<file path="src/shared/serial_regs.svh">
`ifndef SERIAL_REGS_SVH
`define SERIAL_REGS_SVH
// ----------------------------------------
// Register offsets and reset values
// ----------------------------------------
`define TARGET_ADDR_OFFSET 8'h46
`define CTRL_STATUS_OFFSET 8'h47
`define TARGET_ADDR_RESET 8'h00
// ----------------------------------------
// Field positions
// ----------------------------------------
`define DIR_BIT 0
`define ADDR_PHASE_BIT 7
`define RESERVED_BIT 6
`define SW_BUSY_BIT 5
`define LOAD_BUSY_BIT 4
`define PRESENT_BIT 3
`define FAST_CLOCK_BIT 2
`define SW_ERROR_BIT 1
`define LOAD_ERROR_BIT 0
// ----------------------------------------
// Timing
// ----------------------------------------
`define CLK_RATE_KHZ 25000
`define NORMAL_SCL_KHZ 60
`define FAST_SCL_KHZ 4000
// Four phases per bit; rounding down keeps the bus no slower than nominal
`define NORMAL_QUARTER_CYC (`CLK_RATE_KHZ / (4 * `NORMAL_SCL_KHZ))
`define FAST_QUARTER_CYC (`CLK_RATE_KHZ / (4 * `FAST_SCL_KHZ))
`endif

</file>
<file path="src/shared/serial_pkg.sv">
package serial_pkg;
  typedef enum logic [1:0] {BIT_START, BIT_STOP, BIT_DATA} bit_cmd_e;
  typedef enum logic [3:0] {S_IDLE, S_START, S_DEV, S_WORD, S_RESTART, S_RDEV, S_WDATA, S_RDATA, S_STOP} txn_state_e;
  typedef enum logic [2:0] {LD_OFF, LD_PROBE, LD_PROBE_WAIT, LD_READ, LD_READ_WAIT} load_state_e;
endpackage

</file>
<file path="src/hdl/serial_bit_engine.sv">
`timescale 1ns/1ns
module serial_bit_engine #(
  parameter int CNT_W = 8
) (
  input wire logic clk,
  input wire logic rst,
  input wire logic start,
  input serial_pkg::bit_cmd_e cmd,
  input wire logic tx_bit,
  input wire logic [CNT_W-1:0] quarter_cycles,
  input wire logic scl_level,
  input wire logic sda_level,
  output logic ready,
  output logic done,
  output logic rx_bit,
  output logic scl_low,
  output logic sda_low
);
  import serial_pkg::*;
  logic active, next_active;
  logic [1:0] phase, next_phase;
  logic [CNT_W-1:0] count, next_count;
  bit_cmd_e cur, next_cur;
  logic bit_val, next_bit_val;
  logic next_rx;
  logic hold_scl, next_hold_scl;
  logic hold_sda, next_hold_sda;
  logic scl_rel;
  logic sda_drv;
  // ----------------------------------------
  // Four-phase bit sequencer
  // ----------------------------------------
  always_comb begin
    unique case (cur)
      BIT_START: begin
        scl_rel = (phase == 2'd1) || (phase == 2'd2);
        sda_drv = phase[1];
      end
      BIT_STOP: begin
        scl_rel = (phase != 2'd0);
        sda_drv = (phase != 2'd3);
      end
      BIT_DATA: begin
        scl_rel = (phase == 2'd1) || (phase == 2'd2);
        sda_drv = !bit_val;
      end
      default: begin
        scl_rel = 1'b1;
        sda_drv = 1'b0;
      end
    endcase
    scl_low = active ? !scl_rel : hold_scl;
    sda_low = active ? sda_drv : hold_sda;
  end
  always_comb begin
    next_active = active;
    next_phase = phase;
    next_count = count;
    next_cur = cur;
    next_bit_val = bit_val;
    next_rx = rx_bit;
    next_hold_scl = hold_scl;
    next_hold_sda = hold_sda;
    done = 1'b0;
    ready = !active;
    if (!active) begin
      if (start) begin
        next_active = 1'b1;
        next_phase = 2'd0;
        next_count = quarter_cycles;
        next_cur = cmd;
        next_bit_val = tx_bit;
      end
    end else if (!(scl_rel && !scl_level)) begin
      // A target holding the clock low stretches the high phases
      if (count > 1) begin
        next_count = count - 1'b1;
      end else begin
        next_count = quarter_cycles;
        next_phase = phase + 2'd1;
        if (phase == 2'd2) begin
          next_rx = sda_level;
        end
        if (phase == 2'd3) begin
          next_active = 1'b0;
          done = 1'b1;
          next_hold_scl = (cur != BIT_STOP);
          next_hold_sda = sda_drv;
        end
      end
    end
  end
  always_ff @(posedge clk) begin
    if (rst) begin
      active <= 1'b0;
      phase <= 2'd0;
      count <= '0;
      cur <= BIT_DATA;
      bit_val <= 1'b1;
      rx_bit <= 1'b1;
      hold_scl <= 1'b0;
      hold_sda <= 1'b0;
    end else begin
      active <= next_active;
      phase <= next_phase;
      count <= next_count;
      cur <= next_cur;
      bit_val <= next_bit_val;
      rx_bit <= next_rx;
      hold_scl <= next_hold_scl;
      hold_sda <= next_hold_sda;
    end
  end
endmodule // serial_bit_engine

</file>
<file path="src/hdl/serial_cycle_control.sv">
`timescale 1ns/1ns
`include "serial_regs.svh"
// ----------------------------------------
// What this block does
// (RULE_01) Target address write launches one transaction
// (RULE_02) Bits 7:1 hold seven-bit target address
// (RULE_03) Bit 0 picks write or read
// (RULE_04) Control bit 7 skips word address
// (RULE_05) Control bit 6 reads zero
// (RULE_06) Status bit 5 shows software cycle busy
// (RULE_07) Status bit 4 shows loader busy
// (RULE_08) Control bit 3 turns pins into serial
// (RULE_09) Found EEPROM sets present bit; writable
// (RULE_10) Detect once per platform reset release
// (RULE_11) Present bit zero skips default load
// (RULE_12) Control bit 2 selects fast test clock
// (RULE_13) Software cycle error sticks until cleared
// (RULE_14) Load error sticks until cleared
// (RULE_15) Fields reset only on fundamental reset
// (RULE_16) Software loads data byte before launch
// (RULE_17) Read byte delivered before busy clears
// (RULE_18) Word address comes from index byte
// (RULE_19) Software waits for busy before relaunch
// (RULE_20) Any missing acknowledge is an error; a missing acknowledge on the loader's probe sets neither error bit
// ----------------------------------------
module serial_cycle_control #(
  parameter logic [6:0] EEPROM_DEV_ADDR = 7'h50,
  parameter int LOAD_COUNT = 4,
  parameter int CNT_W = 8
) (
  input wire logic CLK,
  input wire logic RST,
  input wire logic PLATFORM_RESET_N,
  input wire logic GLOBAL_RESET_N,
  input wire logic [7:0] REG_ADDR,
  input wire logic REG_WR_EN,
  input wire logic [7:0] REG_WR_DATA,
  input wire logic REG_RD_EN,
  output logic [7:0] REG_RD_DATA,
  input wire logic [7:0] DATA_BYTE,
  input wire logic [7:0] INDEX_BYTE,
  output logic [7:0] RX_BYTE,
  output logic RX_SW_STROBE,
  output logic RX_LOAD_STROBE,
  output logic [7:0] LOAD_INDEX,
  input wire logic GP_FOUR_OUT,
  input wire logic GP_FOUR_OE,
  input wire logic GP_FIVE_OUT,
  input wire logic GP_FIVE_OE,
  input wire logic SHARED_PIN_FOUR_IN,
  output logic SHARED_PIN_FOUR_OUT,
  output logic SHARED_PIN_FOUR_OE,
  input wire logic SHARED_PIN_FIVE_IN,
  output logic SHARED_PIN_FIVE_OUT,
  output logic SHARED_PIN_FIVE_OE
);
  import serial_pkg::*;
  logic platform_reset_n, global_reset_n, scl_level, sda_level, fundamental_reset_n;
  logic [7:0] target_addr, next_target_addr;
  logic address_phase_select, next_address_phase_select;
  logic eeprom_present_enable, next_eeprom_present_enable;
  logic fast_test_clock_select, next_fast_test_clock_select;
  logic software_cycle_error, next_software_cycle_error;
  logic eeprom_load_error, next_eeprom_load_error;
  txn_state_e state, next_state;
  load_state_e ld_state, next_ld_state;
  logic [3:0] bit_cnt, next_bit_cnt;
  logic [7:0] shifter, next_shifter;
  logic [6:0] txn_dev, next_txn_dev;
  logic [7:0] txn_word, next_txn_word;
  logic [7:0] txn_data, next_txn_data;
  logic txn_rd, next_txn_rd, txn_skip, next_txn_skip;
  logic txn_loader, next_txn_loader, txn_probe, next_txn_probe;
  logic txn_err, next_txn_err, sw_pending, next_sw_pending;
  logic [7:0] ld_index, next_ld_index;
  logic [7:0] next_rx_byte;
  logic next_rx_sw_strobe, next_rx_load_strobe;
  logic detect_pending, next_detect_pending, platform_reset_n_prev, next_platform_reset_n_prev;
  logic [7:0] next_rd_data;
  logic next_four_out, next_four_oe, next_five_out, next_five_oe;
  logic wr_target, wr_ctrl, sw_busy, load_busy, pins_serial, seq_rst;
  logic txn_done, probe_ack, ld_start;
  logic eng_start, eng_tx, eng_ready, eng_done, eng_rx, eng_scl_low, eng_sda_low;
  bit_cmd_e eng_cmd;
  logic [CNT_W-1:0] quarter;
  // ----------------------------------------
  // Pin and reset synchronisers
  // ----------------------------------------
  serial_sync2 #(.W(4)) u_sync (
    .clk(CLK),
    .rst(RST),
    .d({PLATFORM_RESET_N, GLOBAL_RESET_N, SHARED_PIN_FOUR_IN, SHARED_PIN_FIVE_IN}),
    .q({platform_reset_n, global_reset_n, scl_level, sda_level})
  );
  assign fundamental_reset_n = platform_reset_n && global_reset_n; // [RULE_15]
  assign seq_rst = RST || !fundamental_reset_n;
  assign wr_target = REG_WR_EN && (REG_ADDR == `TARGET_ADDR_OFFSET);
  assign wr_ctrl = REG_WR_EN && (REG_ADDR == `CTRL_STATUS_OFFSET);
  assign sw_busy = sw_pending || ((state != S_IDLE) && !txn_loader); // [RULE_06]
  assign load_busy = (ld_state != LD_OFF); // [RULE_07]
  assign pins_serial = eeprom_present_enable || load_busy; // [RULE_08]
  // Fast rate is test only; the count floors at one cycle per phase
  assign quarter = fast_test_clock_select ? CNT_W'(`FAST_QUARTER_CYC) : CNT_W'(`NORMAL_QUARTER_CYC); // [RULE_12]
  serial_bit_engine #(.CNT_W(CNT_W)) u_engine (
    .clk(CLK),
    .rst(seq_rst),
    .start(eng_start),
    .cmd(eng_cmd),
    .tx_bit(eng_tx),
    .quarter_cycles(quarter),
    .scl_level(scl_level),
    .sda_level(sda_level),
    .ready(eng_ready),
    .done(eng_done),
    .rx_bit(eng_rx),
    .scl_low(eng_scl_low),
    .sda_low(eng_sda_low)
  );
  // ----------------------------------------
  // Sticky control and status fields
  // ----------------------------------------
  always_comb begin
    next_target_addr = target_addr;
    next_address_phase_select = address_phase_select;
    next_eeprom_present_enable = eeprom_present_enable;
    next_fast_test_clock_select = fast_test_clock_select;
    next_software_cycle_error = software_cycle_error;
    next_eeprom_load_error = eeprom_load_error;
    if (wr_target) begin
      next_target_addr = REG_WR_DATA; // [RULE_02] [RULE_03]
    end
    if (wr_ctrl) begin
      next_address_phase_select = REG_WR_DATA[`ADDR_PHASE_BIT]; // [RULE_04]
      next_eeprom_present_enable = REG_WR_DATA[`PRESENT_BIT]; // [RULE_09]
      next_fast_test_clock_select = REG_WR_DATA[`FAST_CLOCK_BIT]; // [RULE_12]
      if (REG_WR_DATA[`SW_ERROR_BIT]) begin
        next_software_cycle_error = 1'b0;
      end
      if (REG_WR_DATA[`LOAD_ERROR_BIT]) begin
        next_eeprom_load_error = 1'b0;
      end
    end
    // Hardware sets come last so an event beats a same-cycle clear
    if (probe_ack) begin
      next_eeprom_present_enable = 1'b1; // [RULE_09]
    end
    if (txn_done && txn_err && !txn_loader) begin
      next_software_cycle_error = 1'b1; // [RULE_13]
    end
    if (txn_done && txn_err && txn_loader && !txn_probe) begin
      next_eeprom_load_error = 1'b1; // [RULE_14]
    end
  end
  always_ff @(posedge CLK) begin
    if (!fundamental_reset_n) begin // [RULE_15]
      target_addr <= `TARGET_ADDR_RESET;
      address_phase_select <= 1'b0;
      eeprom_present_enable <= 1'b0;
      fast_test_clock_select <= 1'b0;
      software_cycle_error <= 1'b0;
      eeprom_load_error <= 1'b0;
    end else begin
      target_addr <= next_target_addr;
      address_phase_select <= next_address_phase_select;
      eeprom_present_enable <= next_eeprom_present_enable;
      fast_test_clock_select <= next_fast_test_clock_select;
      software_cycle_error <= next_software_cycle_error;
      eeprom_load_error <= next_eeprom_load_error;
    end
  end
  // ----------------------------------------
  // Detection trigger
  // ----------------------------------------
  // Survives a global reset still held when the platform reset lifts
  assign ld_start = detect_pending && (ld_state == LD_OFF) && fundamental_reset_n;
  always_comb begin
    next_platform_reset_n_prev = platform_reset_n;
    next_detect_pending = (detect_pending || (platform_reset_n && !platform_reset_n_prev)) && !ld_start; // [RULE_10]
  end
  always_ff @(posedge CLK) begin
    if (RST) begin
      platform_reset_n_prev <= 1'b0;
      detect_pending <= 1'b0;
    end else begin
      platform_reset_n_prev <= next_platform_reset_n_prev;
      detect_pending <= next_detect_pending;
    end
  end
  // ----------------------------------------
  // Transaction and loader sequencer
  // ----------------------------------------
  always_comb begin
    next_state = state;
    next_ld_state = ld_state;
    next_bit_cnt = bit_cnt;
    next_shifter = shifter;
    next_txn_dev = txn_dev;
    next_txn_word = txn_word;
    next_txn_data = txn_data;
    next_txn_rd = txn_rd;
    next_txn_skip = txn_skip;
    next_txn_loader = txn_loader;
    next_txn_probe = txn_probe;
    next_txn_err = txn_err;
    next_sw_pending = sw_pending;
    next_ld_index = ld_index;
    next_rx_byte = RX_BYTE;
    next_rx_sw_strobe = 1'b0;
    next_rx_load_strobe = 1'b0;
    txn_done = 1'b0;
    probe_ack = 1'b0;
    eng_start = (state != S_IDLE) && eng_ready;
    eng_cmd = BIT_DATA;
    eng_tx = (state == S_RDATA) || bit_cnt[3] || shifter[7];
    if ((state == S_START) || (state == S_RESTART)) begin
      eng_cmd = BIT_START;
    end else if (state == S_STOP) begin
      eng_cmd = BIT_STOP;
    end
    if (wr_target && !sw_busy) begin
      next_sw_pending = 1'b1; // [RULE_01] [RULE_19]
    end
    if (ld_start) begin
      next_ld_state = LD_PROBE;
    end
    if (state == S_IDLE) begin
      next_bit_cnt = 4'd0;
      next_txn_err = 1'b0;
      if ((ld_state == LD_PROBE) || (ld_state == LD_READ)) begin
        next_txn_dev = EEPROM_DEV_ADDR;
        next_txn_rd = (ld_state == LD_READ);
        next_txn_probe = (ld_state == LD_PROBE);
        next_txn_skip = 1'b0;
        next_txn_word = ld_index;
        next_txn_loader = 1'b1;
        next_ld_state = (ld_state == LD_PROBE) ? LD_PROBE_WAIT : LD_READ_WAIT;
        next_state = S_START;
      end else if (sw_pending) begin
        next_txn_dev = target_addr[7:1]; // [RULE_02]
        next_txn_rd = target_addr[`DIR_BIT]; // [RULE_03]
        next_txn_skip = address_phase_select; // [RULE_04]
        next_txn_word = INDEX_BYTE; // [RULE_18]
        next_txn_data = DATA_BYTE; // [RULE_16]
        next_txn_probe = 1'b0;
        next_txn_loader = 1'b0;
        next_sw_pending = 1'b0;
        next_state = S_START; // [RULE_01]
      end
    end else if (eng_done) begin
      unique case (state)
        S_START: next_state = (txn_rd && txn_skip) ? S_RDEV : S_DEV; // [RULE_04]
        S_RESTART: next_state = S_RDEV;
        S_STOP: begin
          next_state = S_IDLE;
          txn_done = 1'b1;
        end
        default: begin
          if (bit_cnt != 4'd8) begin
            next_shifter = {shifter[6:0], eng_rx};
            next_bit_cnt = bit_cnt + 4'd1;
          end else begin
            next_bit_cnt = 4'd0;
            if ((state != S_RDATA) && eng_rx) begin
              next_txn_err = 1'b1; // [RULE_20]
              next_state = S_STOP;
            end else begin
              unique case (state)
                S_DEV: begin
                  probe_ack = txn_probe;
                  next_state = txn_probe ? S_STOP : (txn_skip ? S_WDATA : S_WORD);
                end
                S_WORD: next_state = txn_rd ? S_RESTART : S_WDATA;
                S_RDEV: next_state = S_RDATA;
                S_WDATA: next_state = S_STOP;
                S_RDATA: begin
                  next_rx_byte = shifter; // [RULE_17]
                  next_rx_sw_strobe = !txn_loader;
                  next_rx_load_strobe = txn_loader;
                  next_state = S_STOP;
                end
                default: next_state = S_STOP;
              endcase
            end
          end
        end
      endcase
    end
    if (next_state != state) begin
      unique case (next_state)
        S_DEV: next_shifter = {txn_dev, 1'b0};
        S_RDEV: next_shifter = {txn_dev, 1'b1};
        S_WORD: next_shifter = txn_word; // [RULE_18]
        S_WDATA: next_shifter = txn_data;
        default: next_shifter = shifter;
      endcase
    end
    if (txn_done && txn_loader) begin
      if (ld_state == LD_PROBE_WAIT) begin
        next_ld_index = 8'h00;
        next_ld_state = eeprom_present_enable ? LD_READ : LD_OFF; // [RULE_11]
      end else if (txn_err || (ld_index == 8'(LOAD_COUNT - 1))) begin
        next_ld_state = LD_OFF;
      end else begin
        next_ld_index = ld_index + 8'h01;
        next_ld_state = LD_READ;
      end
    end
  end
  always_ff @(posedge CLK) begin
    if (seq_rst) begin
      state <= S_IDLE;
      ld_state <= LD_OFF;
      bit_cnt <= 4'd0;
      shifter <= 8'h00;
      txn_dev <= 7'h00;
      txn_word <= 8'h00;
      txn_data <= 8'h00;
      txn_rd <= 1'b0;
      txn_skip <= 1'b0;
      txn_loader <= 1'b0;
      txn_probe <= 1'b0;
      txn_err <= 1'b0;
      sw_pending <= 1'b0;
      ld_index <= 8'h00;
      RX_BYTE <= 8'h00;
      RX_SW_STROBE <= 1'b0;
      RX_LOAD_STROBE <= 1'b0;
    end else begin
      state <= next_state;
      ld_state <= next_ld_state;
      bit_cnt <= next_bit_cnt;
      shifter <= next_shifter;
      txn_dev <= next_txn_dev;
      txn_word <= next_txn_word;
      txn_data <= next_txn_data;
      txn_rd <= next_txn_rd;
      txn_skip <= next_txn_skip;
      txn_loader <= next_txn_loader;
      txn_probe <= next_txn_probe;
      txn_err <= next_txn_err;
      sw_pending <= next_sw_pending;
      ld_index <= next_ld_index;
      RX_BYTE <= next_rx_byte;
      RX_SW_STROBE <= next_rx_sw_strobe;
      RX_LOAD_STROBE <= next_rx_load_strobe;
    end
  end
  assign LOAD_INDEX = txn_word;
  // ----------------------------------------
  // Read-back and pin drivers
  // ----------------------------------------
  always_comb begin
    next_rd_data = REG_RD_DATA;
    if (REG_RD_EN) begin
      if (REG_ADDR == `TARGET_ADDR_OFFSET) begin
        next_rd_data = target_addr;
      end else if (REG_ADDR == `CTRL_STATUS_OFFSET) begin
        next_rd_data = {address_phase_select, 1'b0, sw_busy, load_busy, // [RULE_05] [RULE_06] [RULE_07]
                        eeprom_present_enable, fast_test_clock_select, software_cycle_error, eeprom_load_error};
      end else begin
        next_rd_data = 8'h00;
      end
    end
    // Open drain: serial mode only ever pulls low
    next_four_out = pins_serial ? 1'b0 : GP_FOUR_OUT; // [RULE_08]
    next_four_oe = pins_serial ? eng_scl_low : GP_FOUR_OE;
    next_five_out = pins_serial ? 1'b0 : GP_FIVE_OUT;
    next_five_oe = pins_serial ? eng_sda_low : GP_FIVE_OE;
  end
  always_ff @(posedge CLK) begin
    if (RST) begin
      REG_RD_DATA <= 8'h00;
      SHARED_PIN_FOUR_OUT <= 1'b0;
      SHARED_PIN_FOUR_OE <= 1'b0;
      SHARED_PIN_FIVE_OUT <= 1'b0;
      SHARED_PIN_FIVE_OE <= 1'b0;
    end else begin
      REG_RD_DATA <= next_rd_data;
      SHARED_PIN_FOUR_OUT <= next_four_out;
      SHARED_PIN_FOUR_OE <= next_four_oe;
      SHARED_PIN_FIVE_OUT <= next_five_out;
      SHARED_PIN_FIVE_OE <= next_five_oe;
    end
  end
endmodule // serial_cycle_control

</file>
<file path="src/hdl/serial_sync2.sv">
`timescale 1ns/1ns
module serial_sync2 #(
  parameter int W = 1
) (
  input wire logic clk,
  input wire logic rst,
  input wire logic [W-1:0] d,
  output logic [W-1:0] q
);
  logic [W-1:0] meta;
  logic [W-1:0] next_meta;
  logic [W-1:0] next_q;
  // ----------------------------------------
  // Two-stage synchroniser
  // ----------------------------------------
  // Clears to zero so the reset pins look asserted just after RST
  always_comb begin
    next_meta = d;
    next_q = meta;
  end
  always_ff @(posedge clk) begin
    if (rst) begin
      meta <= '0;
      q <= '0;
    end else begin
      meta <= next_meta;
      q <= next_q;
    end
  end
endmodule // serial_sync2

</file>
<file path="config.mk">
export PLATFORM = sky130hd
export DESIGN_NAME = serial_cycle_control
export DESIGN_NICKNAME = d
export VERILOG_FILES = /design/src/shared/serial_pkg.sv /design/src/hdl/serial_bit_engine.sv /design/src/hdl/serial_cycle_control.sv /design/src/hdl/serial_sync2.sv
export VERILOG_INCLUDE_DIRS = /design/src /design/src/shared
export SDC_FILE = /design/constraint.sdc
export NUM_CORES = 1
export LEC_CHECK = 0
export ABC_AREA = 0
export BUFFER_PORTS_ARGS = -buffer_cell sky130_fd_sc_hd__buf_2
export CELL_PAD_IN_SITES_DETAIL_PLACEMENT = 0
export CELL_PAD_IN_SITES_GLOBAL_PLACEMENT = 1
export CORE_ASPECT_RATIO = 1.4
export CORE_MARGIN = 2
export CORE_UTILIZATION = 43
export CTS_CLUSTER_SIZE = 28
export DETAILED_ROUTE_END_ITERATION = 12
export PLACE_DENSITY = 0.85
export REMOVE_ABC_BUFFERS = 1
export SLEW_MARGIN = 20
export SYNTH_ARGS = -nofsm -noshare
export SYNTH_HDL_FRONTEND = slang
export SYNTH_SLANG_ARGS = --single-unit
</file>
<file path="constraint.sdc">
create_clock -name CLK -period 3.25 [get_ports CLK]
set_clock_uncertainty 0.15 [all_clocks]
set_input_delay 0.65 -clock CLK [delete_from_list [all_inputs] [get_ports CLK]]
set_output_delay 0.65 -clock CLK [all_outputs]
set_load 0.05 [all_outputs]
</file>
==> results of run 1 <==
-- synth_stat cells (5+ instances only) --
library cell,count,area share (%)
a22oi_1,21,2.9
nor3_1,16,1.5
dfxtp_1,118,43
nand4_1,5,0.57
a21oi_2,7,1.1
o21a_1,11,1.5
nand3_1,21,1.9
ha_1,8,1.8
inv_1,13,0.89
xor2_1,10,1.6
mux2i_1,12,2.2
clkbuf_1,28,1.9
mux2_2,6,1.2
nand2_1,87,5.9
a211oi_1,8,1.1
a21oi_1,50,4.5
nor2b_1,16,1.8
o21ai_0,23,2.1
nor2_1,83,5.7
nand2b_1,15,1.7
a311oi_1,11,1.8
-- stage by stage --
step                      utilization, %  power (mW)
after floorplan                        -        1.51
after global placement              49.5        1.55
after detailed placement            49.5        1.56
after CTS                           54.9        3.61
after global routing                55.1        3.68
final                               55.1        3.58
-- final timing paths --
path | depth (start not counted) | from | end | slack [ns]
worst min-delay path | 1 | u_sync.meta[0] | u_sync.q[0] | 0.29
worst max register to register | 12 | u_engine.phase[0] | shifter[5] | 0.16
worst min register to register | 1 | u_sync.meta[0] | u_sync.q[0] | 0.29
worst max-delay path | 12 | u_engine.phase[0] | shifter[5] | 0.16
-- flip-flops by register name, summed over array words and instances, names as in the netlist, 2 cells and up --
register / cells
LOAD_INDEX: 8
REG_RD_DATA: 8
RX_BYTE: 8
ld_index: 8
shifter: 8
target_addr: 8
txn_data: 8
u_engine.count: 8
txn_dev: 7
bit_cnt: 4
state: 4
u_sync.meta: 4
u_sync.q: 4
ld_state: 3
u_engine.cur: 2
u_engine.phase: 2
-- kinds of logic (layout without fill, tap and decap cells) --
| kind of cell | count (synthesis) | count (layout) | share of synthesized area [%] |
|---|---|---|---|
| and+or+nand+nor | 277 | 277 | 24.4 |
| muxes | 18 | 18 | 3.41 |
| buffers and inverters | 49 | 154 | 3.84 |
| adders and majority gates | 8 | 8 | 1.82 |
| AOI/OAI and AO/OA | 166 | 166 | 21.3 |
| DFF | 118 | 118 | 42.9 |
| xor gates and xnor gates | 14 | 14 | 2.23 |
-- what timing repair did --
item | CTS | global route
buffers inserted | 1 | 2
gates resized for setup | 1 | 3
endpoints found under the setup margin | 2 | 8
pin swaps | 1 | 1
-- power by group through the flow --
stage	logic [mW]	registers [mW]	clock network (mW)
after CTS	0.0664	1.46	2.08
after floorplan	0.0145	1.50	0
after global placement	0.0652	1.49	0
after global routing	0.0726	1.46	2.15
after detailed placement	0.0661	1.49	0
final	0.0658	1.46	2.06
-- area by class of cell --
cell class / count / area (µm²)
fill: 1122 / 5580
multi-input combinational: 483 / 2950
sequential: 118 / 2360
timing repair buffer: 110 / 656
clock buffer: 19 / 443
clock inverter: 12 / 200
tap: 150 / 188
inverter: 13 / 48.8
-- layer usage --
metal  global-route usage, %  vias to the layer above  share of wire (%)
met5                       0                        -                  0
met4                    9.82                        0                2.5
met3                    4.79                       32                3.9
met2                    40.2                      136                 51
met1                    27.9                     2381                 43
li1                        -                     2493                  -
==> summary.md, run 1 <==
| Metric | Value |
|---|---|
| Status | `finished clean` |
| Setup WS post-layout | `0.163 ns` |
| Nets | `about 800` |
| Most frequent cells in the layout | `118 x dfxtp_1, 87 x nand2_1, 82 x nor2_1` |
| Startpoint Class | `register` |
| Placed cell count | `between 800 and 900` |
| Slowest-stage cell, CP | `dfxtp_1` |
| NetSw | `between 0.7 and 0.8 mW` |
| Vias | `5042` |
| Most common cell after layout, fill and taps aside | `dfxtp_1` |
| Hpwl dp | `between 10 and 15 mm` |
| Final Max Slew Viols | `0` |
| Number of synthesized flops with an enable pin | `0` |
| TNS Setup | `0 ns` |
| Largest net degree at the start of global routing | `33` |
| Ant diodes | `0` |
| Share of cells above drive strength 1 | `23.3%` |
| Sequential Power Share | `40.7%` |
| Congestion Overflow GR | `0` |
| Vias in the first global route | `just over 5000` |
| Ys Warns | `0` |
| Syn Std Cell Area | `around 0.0055 mm²` |
| Htree depth | `4` |
| Placed cell areas | `0.00615 mm²` |
| DIE WIDTH | `99.6 µm` |
| Final Instance Count excl. Fillers | `905` |
| Sw Ratio | `roughly 20%` |
| Worst Tran Pin Value | `0.712 ns` |
| Critical-path cell list | `inv_1, ha_1, nor2_1, o31ai_2, buf_4, a211oi_1, o221ai_1, xnor2_1, o21bai_2, nand3b_4, o21a_1, a21oi_2` |
| Worst VDD drop | `between 300 and 400 µV` |
| Final setup vio count | `0` |
| Clock network fraction of total power | `57.5%` |
| Clock Latency Late Sink | `0.41 ns` |
| PwrDens | `523 mW/mm²` |
| Logic pwr share | `1.8%` |
| LEAKAGE | `2.49 nW` |
| RePlAce Congestion | `roughly 0.93` |
| Input/output buffers | `73` |
| Main synth FF type | `dfxtp_1` |
| Post-DR vias/cell | `5.57` |
| P_int | `2.86 mW` |
| First-pass GRT wire length | `25.1 mm` |
| Minimum clock period | `3.09 ns` |
| Min Hold Slack | `0.290 ns` |
| F_max | `324 MHz` |
| DRC viols | `0` |
| Sink Count | `118` |
| Core Area | `0.0124 mm²` |
| Wire length per cell | `16.7 µm` |
| DIE HEIGHT | `138 µm` |
| IO Count | `74` |
| CTS tree | `built` |
| Post-place setup slack | `0.0227 ns` |
| Register area share after synthesis | `42.9%` |
| Largest delay share family, worst path | `compound AO/OA/AOI/OAI gates` |
| DR iter-0 viols | `between 300 and 400` |
| Syn Inst Count | `650` |
| Initial core utilization | `around 44%` |
| Req. time, crit path | `around 3.5 ns` |
| CTS Hold Buffers Added | `0` |
| Setup CP Type | `register to register` |
| Pre-antenna DRT Iters | `7` |
| Period utilisation layout | `95.0%` |
| Synth cell types | `67` |
| Final wirelength | `15.2 mm` |
| Die area | `between 0.01 and 0.015 mm²` |
| Fin area | `between 0.006 and 0.007 mm²` |
| Max FO, Critical Path | `8` |
| Root buffer cell | `clkbuf_16` |
| Flops & latches, synth | `118` |
| Gr usage total | `23.2%` |
| Area added between synthesis and finish | `24.5%` |
| Slowest stage delay, CP | `0.38 ns` |
| Asr flop ratio synth | `0%` |
| CTS buffer count | `17` |
| Kind of end point of the critical path | `register` |
| Row Count | `48` |
| Initial antenna violation count | `0` |
| Final Hold Vio Count | `0` |
| Worst rel slew slack | `52.5%` |
| Maximum clock path buffer count | `2` |
| Syn Area/Cell | `approximately 8.5 µm²` |
| CP arrival | `3.28 ns` |
| Max Cap Viol | `0` |
| Hold crit path type | `register to register` |
| CP bufs+invs | `2` |
| Final ANT Viol Nets | `0` |
| RSZ-0062 raised after global routing | `false` |
| CTS clk-pin slew, worst paths | `0.06 ns` |
No activity file was read; power rests on OpenSTA's default activity.
==> run 2, diff against run 1 <==
- CELL_PAD_IN_SITES_DETAIL_PLACEMENT: 0 -> default
- CELL_PAD_IN_SITES_GLOBAL_PLACEMENT: 1 -> default
- CORE_UTILIZATION: 43 -> 45
- PLACE_DENSITY: 0.85 -> 0.71
==> summary.md, run 2 (synthesis gave the netlist of run 1 again) <==
| Metric | Value |
|---|---|
| Post-DR vias/cell | `5.72 (was 5.57)` |
| R2R Path End | `shifter[7] (was shifter[5])` |
| Period utilisation layout | `92.5% (was 95.0%)` |
| Largest delay share family, worst path | `compound AO/OA/AOI/OAI gates (unchanged)` |
| Status | `finished clean (unchanged)` |
| Most frequent cells in the layout | `118 x dfxtp_1, 87 x nand2_1, 82 x nor2_1 (unchanged)` |
| Slowest stage delay, CP | `0.42 ns (was 0.38 ns)` |
| Most common cell after layout, fill and taps aside | `dfxtp_1 (unchanged)` |
| Final wirelength | `15.4 mm (was 15.2 mm)` |
| Worst r2r src | `bit_cnt[0] (was u_engine.phase[0])` |
| LEAKAGE | `2.47 nW (was 2.49 nW)` |
| Final Hold Vio Count | `0 (unchanged)` |
| Hpwl dp | `11.4 mm (was 11.3 mm)` |
| DR iter-0 viols | `216 (was 311)` |
| Max Cap Viol | `0 (unchanged)` |
| PwrDens | `508 mW/mm² (was 523 mW/mm²)` |
| Initial antenna violation count | `0 (unchanged)` |
| Gr usage total | `23.7% (was 23.2%)` |
| CP arrival | `3.16 ns (was 3.28 ns)` |
| CTS tree | `built (unchanged)` |
| Input/output buffers | `73 (unchanged)` |
| Worst rel slew slack | `51.8% (was 52.5%)` |
| Final setup vio count | `0 (unchanged)` |
| CTS clk-pin slew, worst paths | `0.06 ns (about the same)` |
| Kind of end point of the critical path | `register (unchanged)` |
| Vias | `5169 (was 5042)` |
| Pre-antenna DRT Iters | `5 (was 7)` |
| RePlAce Congestion | `0.891 (was 0.935)` |
| WP depth | `13 (was 12)` |
| Worst VDD drop | `414 µV (was 308 µV)` |
| Initial core utilization | `46.3% (was 44.3%)` |
| Reg2reg setup slack | `0.24 ns (was 0.16 ns)` |
| Vias in the first global route | `5228 (was 5074)` |
| IO Count | `74 (unchanged)` |
| Die area | `0.0131 mm² (was 0.0137 mm²)` |
| Wire length per cell | `17.0 µm (was 16.7 µm)` |
| CTS buffer count | `17 (unchanged)` |
| Req. time, crit path | `3.40 ns (was 3.45 ns)` |
| Minimum clock period | `3.01 ns (was 3.09 ns)` |
| DIE HEIGHT | `135 µm (was 138 µm)` |
| Critical-path cell list | `inv_1, ha_1, and3b_1, buf_4, o31a_1, o21a_1, nor3b_1, a211o_1, o32ai_2, buf_4, nand3b_4, o21a_1, a21oi_2 (was inv_1, ha_1, nor2_1, o31ai_2, buf_4, a211oi_1, o221ai_1, xnor2_1, o21bai_2, nand3b_4, o21a_1, a21oi_2)` |
| Row Count | `47 (was 48)` |
| Maximum clock path buffer count | `2 (unchanged)` |
| Worst Tran Pin Value | `0.720 ns (was 0.712 ns)` |
| TNS Setup | `0 ns (unchanged)` |
| DIE WIDTH | `97.5 µm (was 99.6 µm)` |
| Critical path startpoint | `bit_cnt[0] (was u_engine.phase[0])` |
| Critical Path Sink | `shifter[7] (was shifter[5])` |
| Max FO, Critical Path | `10 (was 8)` |
| Final ANT Viol Nets | `0 (unchanged)` |
| F_max | `333 MHz (was 324 MHz)` |
| Htree depth | `4 (unchanged)` |
| Root buffer cell | `clkbuf_16 (unchanged)` |
| Final core utilization | `57.3% (was 55.1%)` |
| CTS Hold Buffers Added | `0 (unchanged)` |
| RSZ-0062 raised after global routing | `false (unchanged)` |
| Final Max Slew Viols | `0 (unchanged)` |
| Startpoint Class | `register (unchanged)` |
| DRC viols | `0 (unchanged)` |
| Hold crit path type | `register to register (unchanged)` |
| First-pass GRT wire length | `25.4 mm (was 25.1 mm)` |
| Core Area | `0.0119 mm² (was 0.0124 mm²)` |
| Largest net degree at the start of global routing | `34 (was 33)` |
| Nets | `796 (was 795)` |
| Min Hold Slack | `0.287 ns (was 0.290 ns)` |
| Area added between synthesis and finish | `23.7% (was 24.5%)` |
| Layout fillers | `1130 (was 1122)` |
| Clock Latency Late Sink | `0.42 ns (was 0.41 ns)` |
| Congestion Overflow GR | `0 (unchanged)` |
| Slowest-stage cell, CP | `o32ai_2 (was dfxtp_1)` |
| CP bufs+invs | `3 (was 2)` |
| Share of cells above drive strength 1 | `23.6% (was 23.3%)` |
| Setup CP Type | `register to register (unchanged)` |
| FF-to-FF path depth | `13 (was 12)` |
| Ant diodes | `0 (unchanged)` |
| Sink Count | `118 (unchanged)` |
run 2: worst min path at each step:
stage | start | endpoint | slack [ns] | depth (start not counted)
final | u_sync.meta[1] | u_sync.q[1] | 0.29 | 1
after global placement | u_sync.meta[0] | u_sync.q[0] | 0.27 | 1
after detailed placement | u_sync.meta[1] | u_sync.q[1] | 0.27 | 1
after floorplan | u_sync.meta[0] | u_sync.q[0] | 0.26 | 1
after CTS | u_sync.meta[1] | u_sync.q[1] | 0.28 | 1
after global routing | SHARED_PIN_FIVE_IN | u_sync.meta[0] | 0.29 | 2
run 2: where the power goes:
group	switching (mW)	internal [mW]	total, mW
Clock	0.702	1.23	1.93
Combinational	0.0348	0.0302	0.0650
Sequential	0.00322	1.46	1.46
Total	0.741	2.72	3.46
run 2: area by class of cell:
cell class / count / area, µm² / area share, %
clock buffers: 18 / 439 / 6.45
clock inverters: 14 / 171 / 2.52
inverters: 13 / 48.8 / 0.717
multi-input cells: 483 / 2950 / 43.4
flip-flops and latches: 118 / 2360 / 34.7
well taps: 147 / 184 / 2.70
repair buffers: 111 / 651 / 9.56
run 2: per-layer routing:
metal	track usage, %	part of all wire [%]	up-vias	wire length (µm)
met2	42.9	52	170	8020
met4	10.6	2.9	0	443
met1	26.5	40	2453	6120
li1	-	-	2503	-
met3	5.28	5.3	43	812
met5	0	0	-	0
run 2: timing repair:
| action | CTS | global route |
|---|---|---|
| resized for setup | 0 | 4 |
| setup endpoints to repair | 0 | 8 |
| buffers inserted | 0 | 1 |
run 2: through the flow:
stage	cell area (µm²)	cells	power, mW	setup WS [ns]
floorplan	5340	614	1.51	0.0981
global placement	6170	871	1.55	0.184
detailed placement	6170	871	1.56	0.0517
CTS	6780	903	3.48	0.0315
global route	6810	904	3.54	0.0458
finish	6810	904	3.46	0.244
==> run 3, diff against run 2 <==
- ABC_CLOCK_PERIOD_IN_PS: default -> 3250
- REMOVE_ABC_BUFFERS: 1 -> default
==> summary.md, run 3 (synthesis gave the netlist of run 1 again) <==
| Metric | Value |
|---|---|
| Slowest stage delay, CP | `0.67 ns (was 0.42 ns)` |
| Placed cell count | `863 (was 871)` |
| Nets | `789 (was 796)` |
| Row Count | `47 (unchanged)` |
| Req. time, crit path | `3.39 ns (was 3.40 ns)` |
| RSZ-0062 raised after global routing | `false (unchanged)` |
| Hold path depth | `1 (unchanged)` |
| HP Start | `u_sync.meta[0] (was u_sync.meta[1])` |
| Fin area | `0.00670 mm² (was 0.00681 mm²)` |
| Input/output buffers | `73 (unchanged)` |
| Startpoint Class | `register (unchanged)` |
| F_max | `324 MHz (was 333 MHz)` |
| Final Max Slew Viols | `0 (unchanged)` |
| DIE HEIGHT | `135 µm (unchanged)` |
| Reg2reg setup slack | `0.16 ns (was 0.24 ns)` |
| Status | `finished clean (unchanged)` |
| Htree depth | `4 (unchanged)` |
| Worst rel slew slack | `32.0% (was 51.8%)` |
| Ant diodes | `0 (unchanged)` |
| Congestion Overflow GR | `0 (unchanged)` |
| Layout fillers | `1106 (was 1130)` |
| Wire length per cell | `16.5 µm (was 17.0 µm)` |
| Hold crit path type | `register to register (unchanged)` |
| Die area | `0.0131 mm² (unchanged)` |
| Core Area | `0.0119 mm² (unchanged)` |
| Worst r2r src | `state[2] (was bit_cnt[0])` |
| Initial antenna violation count | `0 (unchanged)` |
| Root buffer cell | `clkbuf_16 (unchanged)` |
| Setup WS post-layout | `0.163 ns (was 0.244 ns)` |
| Final ANT Viol Nets | `0 (unchanged)` |
| Maximum clock path buffer count | `2 (unchanged)` |
| Largest net degree at the start of global routing | `52 (was 34)` |
| Max FO, Critical Path | `12 (was 10)` |
| Vias | `5073 (was 5169)` |
| PwrDens | `488 mW/mm² (was 508 mW/mm²)` |
| Power Total | `3.27 mW (was 3.46 mW)` |
| First-pass GRT wire length | `23.8 mm (was 25.4 mm)` |
| Post-Syn Nets | `702` |
| Period utilisation layout | `95.0% (was 92.5%)` |
| Most common cell after layout, fill and taps aside | `dfxtp_1 (unchanged)` |
| Post-place setup slack | `0.0791 ns (was 0.0517 ns)` |
| Final core utilization | `56.4% (was 57.3%)` |
| Vias in the first global route | `4967 (was 5228)` |
| LEAKAGE | `2.41 nW (was 2.47 nW)` |
| Hpwl dp | `10.7 mm (was 11.4 mm)` |
| DRC viols | `0 (unchanged)` |
| Share of cells above drive strength 1 | `22.6% (was 23.6%)` |
| Final Hold Vio Count | `0 (unchanged)` |
| CTS tree | `built (unchanged)` |
| Critical Path Sink | `shifter[5] (was shifter[7])` |
| CTS clk-pin slew, worst paths | `0.05 ns (was 0.06 ns)` |
| Most frequent cells in the layout | `118 x dfxtp_1, 87 x nand2_1, 82 x nor2_1 (unchanged)` |
| Minimum clock period | `3.09 ns (was 3.01 ns)` |
| Kind of end point of the critical path | `register (unchanged)` |
| IO Count | `74 (unchanged)` |
| Slowest-stage cell, CP | `dfxtp_1 (was o32ai_2)` |
| Initial core utilization | `46.3% (unchanged)` |
| Max Cap Viol | `0 (unchanged)` |
| Pre-antenna DRT Iters | `6 (was 5)` |
| Critical-path cell list | `o21ai_0, o211a_1, a21o_1, nor2_1, mux2_2, o32ai_2, buf_4, a31oi_2, a22oi_1, a21oi_2 (was inv_1, ha_1, and3b_1, buf_4, o31a_1, o21a_1, nor3b_1, a211o_1, o32ai_2, buf_4, nand3b_4, o21a_1, a21oi_2)` |
| CP arrival | `3.23 ns (was 3.16 ns)` |
| Final setup vio count | `0 (unchanged)` |
| Final wirelength | `14.8 mm (was 15.4 mm)` |
| Post-DR vias/cell | `5.67 (was 5.72)` |
| Critical path startpoint | `state[2] (was bit_cnt[0])` |
| DIE WIDTH | `97.5 µm (unchanged)` |
| FF-to-FF path depth | `10 (was 13)` |
| DR iter-0 viols | `249 (was 216)` |
| Setup CP Type | `register to register (unchanged)` |
| Worst Tran Pin Value | `1.01 ns (was 0.720 ns)` |
| Area added between synthesis and finish | `21.7% (was 23.7%)` |
| RePlAce Congestion | `0.897 (was 0.891)` |
| Sink Count | `118 (unchanged)` |
| Clock Latency Late Sink | `0.41 ns (was 0.42 ns)` |
| Multi-input gate area | `0.00295 mm² (unchanged)` |
| CTS buffer count | `17 (unchanged)` |
| Min Hold Slack | `0.286 ns (was 0.287 ns)` |
| Final Instance Count excl. Fillers | `895 (was 904)` |
| Worst VDD drop | `443 µV (was 414 µV)` |
| TNS Setup | `0 ns (unchanged)` |
| Sequential cell area | `0.00236 mm² (unchanged)` |
| R2R Path End | `shifter[5] (was shifter[7])` |
| Gr usage total | `22.5% (was 23.7%)` |
| Placed cell areas | `0.00611 mm² (was 0.00617 mm²)` |
run 3: critical path: cells and delay by family (launching register included):
family / cells / cell delay [ns]
AOI/OAI and AO/OA: 7 / 1.42
DFF: 1 / 0.67
buffers and inverters: 1 / 0.25
and+or+nand+nor: 1 / 0.11
muxes: 1 / 0.36
run 3: layer usage:
| metal | track usage [%] | up-vias | wire (µm) |
|---|---|---|---|
| li1 | - | 2483 | - |
| met1 | 26.7 | 2399 | 6330 |
| met2 | 39.3 | 170 | 7440 |
| met3 | 5.07 | 21 | 727 |
| met4 | 9.10 | 0 | 277 |
| met5 | 0 | - | 0 |
run 3: repair_timing:
item	4_1_cts	5_1_grt
hold buffers	0	0
resized for setup	0	5
setup endpoints to repair	0	8
buffers inserted	0	2
run 3: final cells by class:
type | count | area share [%]
Tap cell | 147 | 2.75
Sequential cell | 118 | 35.3
Timing Repair Buffer | 104 | 8.93
Clock inverter | 8 | 1.14
Clock buffer | 22 | 7.08
Inverter | 13 | 0.729
Multi-Input combinational cell | 483 | 44.1
run 3: report_power, final:
part / internal [mW] / total [mW] / leakage (nW) / switching [mW]
clock: 1.10 / 1.74 / 0.264 / 0.645
combinational: 0.0292 / 0.0649 / 1.19 / 0.0357
sequential: 1.46 / 1.46 / 0.953 / 0.00318
total: 2.58 / 3.27 / 2.41 / 0.684
run 3: worst min-delay path by stage:
stage                           to
floorplan              u_sync.q[0]
CTS                 u_sync.meta[1]
detailed placement     u_sync.q[2]
global route           u_sync.q[0]
finish                 u_sync.q[0]
global placement       u_sync.q[2]
